$ cat src/design/pid_calc_defines.svh
// constants for the incremental pid calculation unit
`ifndef PID_CALC_DEFINES_SVH
`define PID_CALC_DEFINES_SVH

// ************************************************************
// word and datapath widths
// ************************************************************
`define WORD_W        16
`define MAG_W         17
`define DIV_W         40
`define WIDE_W        64

// ************************************************************
// operand layout counts
// ************************************************************
`define GAIN_WORDS    7
`define HIST_WORDS    4
`define RESULT_WORDS  5
`define INPUT_WORDS   2

// ************************************************************
// values
// ************************************************************
`define WORD_ZERO     16'h0000
`define MAG_ZERO      17'h00000
`define MAG_ONE       17'h00001
`define MAG_WORD_MAX  17'h07FFF
`define SAT_HI        16'h7FFF
`define SAT_LO        16'h8000
`define SAT_HI_WIDE   64'h0000_0000_0000_7FFF
`define SAT_LO_WIDE   64'hFFFF_FFFF_FFFF_8000

`endif

$ cat src/design/pid_calc_pkg.sv
// types shared by the incremental pid calculation unit
`include "pid_calc_defines.svh"

package pid_calc_pkg;

  // ************************************************************
  // gain table, seven words in table order
  // ************************************************************
  typedef struct packed {
    logic [`WORD_W-1:0] proportional_gain;
    logic [`WORD_W-1:0] integral_divisor_gain;
    logic [`WORD_W-1:0] integral_multiplier_gain;
    logic [`WORD_W-1:0] derivative_multiplier_gain;
    logic [`WORD_W-1:0] derivative_divisor_gain;
    logic [`WORD_W-1:0] gap;
    logic [`WORD_W-1:0] limit;
  } gain_table_t;

  // ************************************************************
  // history words kept after the output word
  // ************************************************************
  typedef struct packed {
    logic [`WORD_W-1:0] prev_deviation;
    logic [`WORD_W-1:0] prev_input;
    logic [`WORD_W-1:0] prev_prev_input;
    logic [`WORD_W-1:0] integral_remainder;
  } history_t;

  // ************************************************************
  // five result words: increment then history
  // ************************************************************
  typedef struct packed {
    logic [`WORD_W-1:0] increment;
    history_t           history;
  } result_t;

  typedef enum logic {
    ST_IDLE,
    ST_DIVIDE
  } calc_state_t;

endpackage

$ cat src/design/truncating_divider.sv
// iterative signed divider with truncation toward zero
`timescale 1ns/10ps
`include "pid_calc_defines.svh"

module truncating_divider #(
  parameter int NUM_W = `DIV_W,
  parameter int DEN_W = `MAG_W
) (
  input  wire logic                    clk_i,
  input  wire logic                    rst_i,
  input  wire logic                    start_i,
  input  wire logic signed [NUM_W-1:0] dividend_i,
  input  wire logic        [DEN_W-1:0] divisor_i,
  output logic signed      [NUM_W-1:0] quotient_o,
  output logic signed      [NUM_W-1:0] remainder_o,
  output logic                         done_o
);
  localparam int CNT_W = $clog2(NUM_W + 1);

  logic [NUM_W-1:0] num_reg;
  logic [DEN_W:0]   rem_reg;
  logic [DEN_W-1:0] den_reg;
  logic [CNT_W-1:0] count_reg;
  logic             neg_reg;
  logic             busy_reg;

  // one quotient bit per cycle keeps the area to a single subtractor
  wire [NUM_W-1:0] num_mag   = dividend_i[NUM_W-1] ? (~dividend_i + 1'b1) : dividend_i;
  wire [DEN_W:0]   rem_shift = {rem_reg[DEN_W-1:0], num_reg[NUM_W-1]};
  wire             fits      = rem_shift >= {1'b0, den_reg};
  wire [DEN_W:0]   rem_step  = fits ? (rem_shift - {1'b0, den_reg}) : rem_shift;
  wire [NUM_W-1:0] q_next    = {num_reg[NUM_W-2:0], fits};
  wire [NUM_W-1:0] r_wide    = {{(NUM_W-DEN_W-1){1'b0}}, rem_step};
  wire             last      = busy_reg && (count_reg == CNT_W'(1));

  always_ff @(posedge clk_i) begin
    if (rst_i) begin
      num_reg     <= '0;
      rem_reg     <= '0;
      den_reg     <= '0;
      count_reg   <= '0;
      neg_reg     <= 1'b0;
      busy_reg    <= 1'b0;
      quotient_o  <= '0;
      remainder_o <= '0;
      done_o      <= 1'b0;
    end else begin
      done_o <= last;
      if (start_i) begin
        num_reg   <= num_mag;
        rem_reg   <= '0;
        den_reg   <= divisor_i;
        count_reg <= CNT_W'(NUM_W);
        neg_reg   <= dividend_i[NUM_W-1];
        busy_reg  <= 1'b1;
      end else if (busy_reg) begin
        num_reg   <= q_next;
        rem_reg   <= rem_step;
        count_reg <= count_reg - 1'b1;
        busy_reg  <= !last;
      end
      if (last) begin
        // quotient truncates toward zero, remainder keeps the dividend sign
        quotient_o  <= neg_reg ? -$signed(q_next) : $signed(q_next);
        remainder_o <= neg_reg ? -$signed(r_wide) : $signed(r_wide);
      end
    end
  end
endmodule

$ cat src/design/deviation_shaper.sv
// limit and gap shaping of the raw deviation
`timescale 1ns/10ps
`include "pid_calc_defines.svh"

module deviation_shaper (
  input  wire logic signed [`MAG_W-1:0]  diff_i,
  input  wire logic        [`WORD_W-1:0] gap_i,
  input  wire logic        [`WORD_W-1:0] limit_i,
  output logic             [`WORD_W-1:0] deviation_o
);
  wire [`MAG_W-1:0] gap_ext  = {gap_i[`WORD_W-1], gap_i};
  wire [`MAG_W-1:0] lim_ext  = {limit_i[`WORD_W-1], limit_i};
  wire [`MAG_W-1:0] diff_mag = diff_i[`MAG_W-1] ? (~diff_i + `MAG_ONE) : diff_i;
  wire [`MAG_W-1:0] gap_mag  = gap_i[`WORD_W-1] ? (~gap_ext + `MAG_ONE) : gap_ext;
  wire [`MAG_W-1:0] lim_raw  = limit_i[`WORD_W-1] ? (~lim_ext + `MAG_ONE) : lim_ext;
  // limit capped at the word maximum so the deviation always fits a word
  wire [`MAG_W-1:0] lim_mag  = (lim_raw > `MAG_WORD_MAX) ? `MAG_WORD_MAX : lim_raw;
  wire [`MAG_W-1:0] clamped  = (diff_mag > lim_mag) ? lim_mag : diff_mag;
  // inside the gap the deviation counts at half weight
  wire [`MAG_W-1:0] shaped   = (clamped <= gap_mag) ? (clamped >> 1) : clamped;
  wire [`MAG_W-1:0] signed_v = diff_i[`MAG_W-1] ? (~shaped + `MAG_ONE) : shaped;

  assign deviation_o = signed_v[`WORD_W-1:0];
endmodule

$ cat src/design/incremental_pid_calculator.sv
// incremental pid calculation unit: top level
`timescale 1ns/10ps
`include "pid_calc_defines.svh"

module incremental_pid_calculator #(
  parameter int DIV_W = `DIV_W
) (
  input  wire logic                      clk_i,
  input  wire logic                      rst_i,
  input  wire logic                      start_i,
  input  wire logic                      enable_i,
  input  wire logic                      error_clear_i,
  input  wire logic [`WORD_W-1:0]        present_value_i,
  input  wire logic [`WORD_W-1:0]        set_value_i,
  input  wire pid_calc_pkg::gain_table_t gains_i,
  input  wire pid_calc_pkg::history_t    history_i,
  output pid_calc_pkg::result_t          result_o,
  output logic                           exec_o,
  output logic                           div_error_o,
  output logic                           done_o,
  output logic                           busy_o
);

  // ************************************************************
  // state and captured operands
  // ************************************************************
  pid_calc_pkg::calc_state_t state_reg;
  pid_calc_pkg::calc_state_t state_next;

  logic [`WORD_W-1:0] dev_reg;
  logic [`WORD_W-1:0] prev_dev_reg;
  logic [`WORD_W-1:0] present_reg;
  logic [`WORD_W-1:0] prev_input_reg;
  logic [`WORD_W-1:0] prop_gain_reg;

  // ************************************************************
  // deviation
  // ************************************************************
  wire signed [`MAG_W-1:0] raw_diff =
    $signed({set_value_i[`WORD_W-1], set_value_i}) -
    $signed({present_value_i[`WORD_W-1], present_value_i});

  // one shaped deviation feeds both the run and the disabled history reload
  wire [`WORD_W-1:0] dev_now;

  deviation_shaper u_shaper (
    .diff_i      (raw_diff),
    .gap_i       (gains_i.gap),
    .limit_i     (gains_i.limit),
    .deviation_o (dev_now)
  );

  // ************************************************************
  // gain magnitudes and divisor check
  // ************************************************************
  // divisor and multiplier gains are used by magnitude, so a negative one acts as its absolute value
  // the most negative word has no positive twin, hence one bit more than a word
  localparam int N_MAG = 4;

  wire [`WORD_W-1:0] gain_word [N_MAG];
  wire [`MAG_W-1:0]  gain_mag  [N_MAG];

  assign gain_word[0] = gains_i.integral_divisor_gain;
  assign gain_word[1] = gains_i.integral_multiplier_gain;
  assign gain_word[2] = gains_i.derivative_multiplier_gain;
  assign gain_word[3] = gains_i.derivative_divisor_gain;

  for (genvar k = 0; k < N_MAG; k++) begin : g_mag
    wire [`MAG_W-1:0] ext = {gain_word[k][`WORD_W-1], gain_word[k]};
    assign gain_mag[k] = ext[`MAG_W-1] ? (~ext + `MAG_ONE) : ext;
  end

  wire [`MAG_W-1:0] int_div_mag = gain_mag[0];
  wire [`MAG_W-1:0] int_mul_mag = gain_mag[1];
  wire [`MAG_W-1:0] der_mul_mag = gain_mag[2];
  wire [`MAG_W-1:0] der_div_mag = gain_mag[3];

  wire divisor_zero = (int_div_mag == `MAG_ZERO) || (der_div_mag == `MAG_ZERO);

  // ************************************************************
  // request decode
  // ************************************************************
  // a request during a run is dropped silently; the caller watches busy
  wire accept      = start_i && (state_reg == pid_calc_pkg::ST_IDLE);
  wire run_off     = accept && !enable_i;
  wire run_error   = accept && enable_i && divisor_zero;
  wire launch      = accept && enable_i && !divisor_zero;

  // ************************************************************
  // dividend operands extended to the divider width: signed words by sign, gain magnitudes by zero
  // ************************************************************
  wire signed [DIV_W-1:0] dev_wide  = DIV_W'($signed(dev_now));
  // the default width holds the largest numerator with room for its sign
  wire signed [DIV_W-1:0] rem_wide  = DIV_W'($signed(history_i.integral_remainder));
  wire signed [DIV_W-1:0] imul_wide = DIV_W'(int_mul_mag);
  wire signed [DIV_W-1:0] dmul_wide = DIV_W'(der_mul_mag);
  wire signed [DIV_W-1:0] p0_wide   = DIV_W'($signed(present_value_i));
  wire signed [DIV_W-1:0] p1_wide   = DIV_W'($signed(history_i.prev_input));
  wire signed [DIV_W-1:0] p2_wide   = DIV_W'($signed(history_i.prev_prev_input));

  // remainder from the last run is carried into this integral step
  wire signed [DIV_W-1:0] int_num   = imul_wide * dev_wide + rem_wide;
  wire signed [DIV_W-1:0] second    = p1_wide + p1_wide - p2_wide - p0_wide;
  wire signed [DIV_W-1:0] der_num   = dmul_wide * second;

  // ************************************************************
  // dividers, both started together so they finish together
  // ************************************************************
  wire signed [DIV_W-1:0] int_quot;
  wire signed [DIV_W-1:0] int_rem;
  wire signed [DIV_W-1:0] der_quot;
  wire                    int_done;
  wire                    der_done;

  truncating_divider #(
    .NUM_W (DIV_W),
    .DEN_W (`MAG_W)
  ) u_int_div (
    .clk_i       (clk_i),
    .rst_i       (rst_i),
    .start_i     (launch),
    .dividend_i  (int_num),
    .divisor_i   (int_div_mag),
    .quotient_o  (int_quot),
    .remainder_o (int_rem),
    .done_o      (int_done)
  );

  truncating_divider #(
    .NUM_W (DIV_W),
    .DEN_W (`MAG_W)
  ) u_der_div (
    .clk_i       (clk_i),
    .rst_i       (rst_i),
    .start_i     (launch),
    .dividend_i  (der_num),
    .divisor_i   (der_div_mag),
    .quotient_o  (der_quot),
    .remainder_o (),
    .done_o      (der_done)
  );

  // both dividers take the same number of steps, so their done pulses coincide
  wire finish = (state_reg == pid_calc_pkg::ST_DIVIDE) && int_done && der_done;

  // ************************************************************
  // increment and saturation
  // ************************************************************
  wire signed [DIV_W-1:0] dev_cap   = DIV_W'($signed(dev_reg));
  wire signed [DIV_W-1:0] edev_cap  = DIV_W'($signed(prev_dev_reg));
  wire signed [DIV_W-1:0] term_sum  = (dev_cap - edev_cap) + int_quot + der_quot;

  // full-width product, so saturation sees the true value and never a wrapped one
  // the proportional gain is signed: a negative gain reverses the action
  wire signed [`WIDE_W-1:0] sum_wide  = `WIDE_W'(term_sum);
  wire signed [`WIDE_W-1:0] gain_wide = `WIDE_W'($signed(prop_gain_reg));
  wire signed [`WIDE_W-1:0] product   = gain_wide * sum_wide;

  wire over  = product > $signed(`SAT_HI_WIDE);
  wire under = product < $signed(`SAT_LO_WIDE);

  wire [`WORD_W-1:0] inc_sat = over  ? `SAT_HI :
                               under ? `SAT_LO :
                               product[`WORD_W-1:0];

  // ************************************************************
  // result words
  // ************************************************************
  pid_calc_pkg::result_t done_words;
  pid_calc_pkg::result_t off_words;

  always_comb begin
    done_words.increment                  = inc_sat;
    done_words.history.prev_deviation     = dev_reg;
    done_words.history.prev_input         = present_reg;
    done_words.history.prev_prev_input    = prev_input_reg;
    done_words.history.integral_remainder = int_rem[`WORD_W-1:0];
  end

  always_comb begin
    off_words.increment                  = `WORD_ZERO;
    off_words.history.prev_deviation     = dev_now;
    off_words.history.prev_input         = present_value_i;
    off_words.history.prev_prev_input    = present_value_i;
    off_words.history.integral_remainder = `WORD_ZERO;
  end

  // ************************************************************
  // sequencing
  // ************************************************************
  always_comb begin
    state_next = state_reg;
    unique case (state_reg)
      pid_calc_pkg::ST_IDLE: begin
        if (launch) begin
          state_next = pid_calc_pkg::ST_DIVIDE;
        end
      end
      pid_calc_pkg::ST_DIVIDE: begin
        if (finish) begin
          state_next = pid_calc_pkg::ST_IDLE;
        end
      end
    endcase
  end

  always_ff @(posedge clk_i) begin
    if (rst_i) begin
      state_reg      <= pid_calc_pkg::ST_IDLE;
      dev_reg        <= `WORD_ZERO;
      prev_dev_reg   <= `WORD_ZERO;
      present_reg    <= `WORD_ZERO;
      prev_input_reg <= `WORD_ZERO;
      prop_gain_reg  <= `WORD_ZERO;
    end else begin
      state_reg <= state_next;
      if (launch) begin
        // operands may change while dividing, so the ones in use are held
        dev_reg        <= dev_now;
        prev_dev_reg   <= history_i.prev_deviation;
        present_reg    <= present_value_i;
        prev_input_reg <= history_i.prev_input;
        prop_gain_reg  <= gains_i.proportional_gain;
      end
    end
  end

  // ************************************************************
  // outputs
  // ************************************************************
  always_ff @(posedge clk_i) begin
    if (rst_i) begin
      result_o <= '0;
    end else if (finish) begin
      result_o <= done_words;
    end else if (run_off) begin
      result_o <= off_words;
    end
  end

  // ************************************************************
  // execution output
  // ************************************************************
  // a run refused for a zero divisor leaves the result words untouched
  always_ff @(posedge clk_i) begin
    if (rst_i) begin
      exec_o <= 1'b0;
    end else if (!enable_i || run_error) begin
      exec_o <= 1'b0;
    end else if (finish) begin
      exec_o <= 1'b1;
    end else if (launch) begin
      exec_o <= 1'b0;
    end
  end

  // ************************************************************
  // division error flag
  // ************************************************************
  // sticky error: a new error in the clearing cycle still wins
  always_ff @(posedge clk_i) begin
    if (rst_i) begin
      div_error_o <= 1'b0;
    end else if (run_error) begin
      div_error_o <= 1'b1;
    end else if (error_clear_i) begin
      div_error_o <= 1'b0;
    end
  end

  // ************************************************************
  // request handshake
  // ************************************************************
  // done marks every taken request, whatever its outcome
  always_ff @(posedge clk_i) begin
    if (rst_i) begin
      done_o <= 1'b0;
      busy_o <= 1'b0;
    end else begin
      done_o <= finish || run_off || run_error;
      busy_o <= (state_next == pid_calc_pkg::ST_DIVIDE);
    end
  end

endmodule

$ cat config.mk
export PLATFORM = sky130hd
export DESIGN_NAME = incremental_pid_calculator
export DESIGN_NICKNAME = d
export VERILOG_FILES = /design/src/design/pid_calc_pkg.sv /design/src/design/truncating_divider.sv /design/src/design/deviation_shaper.sv /design/src/design/incremental_pid_calculator.sv
export VERILOG_INCLUDE_DIRS = /design/src /design/src/design
export SDC_FILE = /design/constraint.sdc
export NUM_CORES = 2
export LEC_CHECK = 0
export ABC_CLOCK_PERIOD_IN_PS = 20300
export BUFFER_PORTS_ARGS = -buffer_cell sky130_fd_sc_hd__buf_4
export CORE_UTILIZATION = 45
export DETAILED_ROUTE_END_ITERATION = 7
export HOLD_SLACK_MARGIN = 0.05
export PLACE_DENSITY = 0.67
export SYNTH_ARGS = -nofsm -noshare
export SYNTH_HDL_FRONTEND = slang
export SYNTH_SLANG_ARGS = --single-unit
$ cat constraint.sdc
create_clock -name clk_i -period 20.3 [get_ports clk_i]
set_input_delay 1.015 -clock clk_i [delete_from_list [all_inputs] [get_ports clk_i]]
set_output_delay 1.015 -clock clk_i [all_outputs]
set_load 0.01 [all_outputs]
==> metrics <==
Hold Buf Count CTS 0; Core Util, Final 49.4%; startpoint types input pin; clock buffer count from CTS 50; Resized cells post-CTS 0; max-cap violations 0; final worst path period share 89.7%; Worst-path clk slew 0.07 ns; Core Box Area 168,000 um2; Yosys warning total 0; Critical Path RT 20.89 ns; IO Count 297; Seq/Total Area, Yosys 11.2%; 1st-pass router iterations 5; CTS max path bufs 3; Die Height 413 um; largest net degree at the start of global routing 98; Area growth syn-to-layout 8.73%; clock net sink count 426; GRT Overall Usage 26.8%; compound-gate portion of the synthesized area 13.4%; setup TNS 0 ns; worst skew pair latency 0.68 ns; initial antenna violation count 4; Setup violations, final 0; most used cell along the critical path inv_1; Root Driver clkbuf_16; number of synthesized flops with an enable pin 0; Worst Tran Pin Value 1.28 ns; critical path type in2reg; hold crit path type reg2reg; GP Congestion 0.932; ys async rst share 0%; Post-Synthesis Cell Area 76,100 um2; die width 413 um; Period minus WS final 18.20 ns; register bit count reported by yosys 426; Synth Area in XOR/XNOR 5.01%; Adder-Cell Fraction of Synth Area 41.5%; Setup Skew 0.0786 ns; port bufs 296; Most flops, register result_o; Initial Utilization 45.4%; Critical Path End Type flop; routed vias/inst 5.56; count leader, synth inv_1; gr ovfl total 0; Synth top cells by count inv_1 (1,646), fa_1 (1,263), nand2_1 (1,216), nor2_1 (612), ha_1 (505); top cell type by total area after synthesis fa_1; multiplexer area fraction after synthesis 1.34%; H-tree levels 2; highest clock rate 54.9 MHz; Final Slew Violations 0; post-DP HPWL 182,000 um; Critical Path AT 18.79 ns; RSZ-0062 raised after global routing false; Mapped Avg Cell Area 8.33 um2; distinct cell type count after synthesis 98; CTS tree yes; # DRC 0; Synth Instances 9,134; layout cells sized above 1 7.13%; Rows 150; CP max-delay cell a21oi_1; max reg flops 80; Final nets 11,200; vias in the first global route 64,900; crit-path max cell delay 0.93 ns; worst-path fanout max 21; Vias 63,900; status complete, no violations; combinational family with the most area after synthesis adder cells; largest cells by area after synthesis fa_1 (33%), dfxtp_1 (11%), ha_1 (8.3%); post-detailed-routing wire length 227,000 um; first-pass GRT wire length 361,000 um; wire per inst 19.8 um; Final ANT Viol Nets 0; # Post-CTS Setup Buffers 0; Iteration-0 DRC Markers 4,695; Hold Vio Cnt, Final 0; Synth top area share 33.2%; die area 171,000 um2; relative slew slack 14.0%; Fillers 16,100; Post-Synth Simple-Gate Area 17.3%; ys flop type dfxtp_1
[worst max-delay path: cells and delay by family]
| family | cells | cell delay [ns] |
|---|---|---|
| xor gates and xnor gates | 2 | 0.64 |
| and+or+nand+nor | 13 | 3.27 |
| buffers and inverters | 10 | 1.14 |
| adders and majority gates | 11 | 4.59 |
| AOI/OAI and AO/OA | 24 | 8.09 |
[placed cells by master (no fill, tap or decap), types with 36 or more instances in the layout]
cell	n
or3_1	62
nand4_1	44
a21o_1	143
o21ai_0	206
nand2_1	1216
xor2_1	204
inv_1	1646
a31oi_1	43
nor2b_1	124
ha_1	505
clkbuf_16	50
conb_1	38
mux2i_1	84
a311oi_1	45
fa_1	1263
a211oi_1	214
dfxtp_1	418
nor4_1	42
o31ai_1	61
o211ai_1	36
a21oi_1	384
buf_4	446
nor3_1	110
nand2b_1	119
xnor2_1	217
nand3_1	89
nor2_1	606
and2_1	253
and3_1	39
[final timing paths]
check,slack [ns],cells past startpoint,start,endpoint
setup reg to reg,6.27,43,dev_reg[1],result_o[78]
hold reg to reg,0.45,2,u_der_div.den_reg[16],u_der_div.den_reg[16]
hold / removal,0.45,2,u_der_div.den_reg[16],u_der_div.den_reg[16]
setup / recovery,2.10,60,present_value_i[9],u_int_div.num_reg[10]
[kinds of logic (layout without fill, tap and decap cells)]
logic type / Yosys count / after routing
multiplexers: 100 / 100
AO/OA/AOI/OAI: 1499 / 1499
other: 2 / 39
flip-flops: 426 / 426
AND/OR/NAND/NOR: 2839 / 2839
XOR/XNOR: 435 / 435
buffers and inverters: 2065 / 2189
adder cells (fa/ha/maj): 1768 / 1768
[metal layers]
metal  part of all wire [%]  vias up  GRT usage [%]
li1                       -    29400              -
met3                    7.2      355           4.14
met5                  0.020        -              0
met2                     46     2270           43.5
met1                     44    31900           36.7
met4                    3.1        6           7.79
[final cells by class]
type,instances,area (um2),share of cell area (%)
well taps,2204,2760,3.33
repair buffers,447,3360,4.07
clock inverters,36,430,0.520
flip-flops and latches,426,8540,10.3
clock buffers,56,1300,1.58
diodes,1,2.50,0.00303
inverters,1650,6190,7.49
multi-input cells,6679,60100,72.7
[stage by stage]
step / hold WS (ns) / instances / setup slack (ns) / cell area, um2
5_1_grt: 0.470 / 11500 / 0.679 / 82700
2_1_floorplan: 0.422 / 9170 / 3.94 / 76200
3_5_place_dp: 0.443 / 11400 / 1.62 / 81000
3_3_place_gp: 0.437 / 11400 / 1.89 / 81000
6_report: 0.445 / 11500 / 2.10 / 82700
4_1_cts: 0.452 / 11500 / 2.32 / 82700
Power is left out: the tool's default activity adds up to more than one toggle a clock period on the data nets, which glitch-free logic cannot reach.
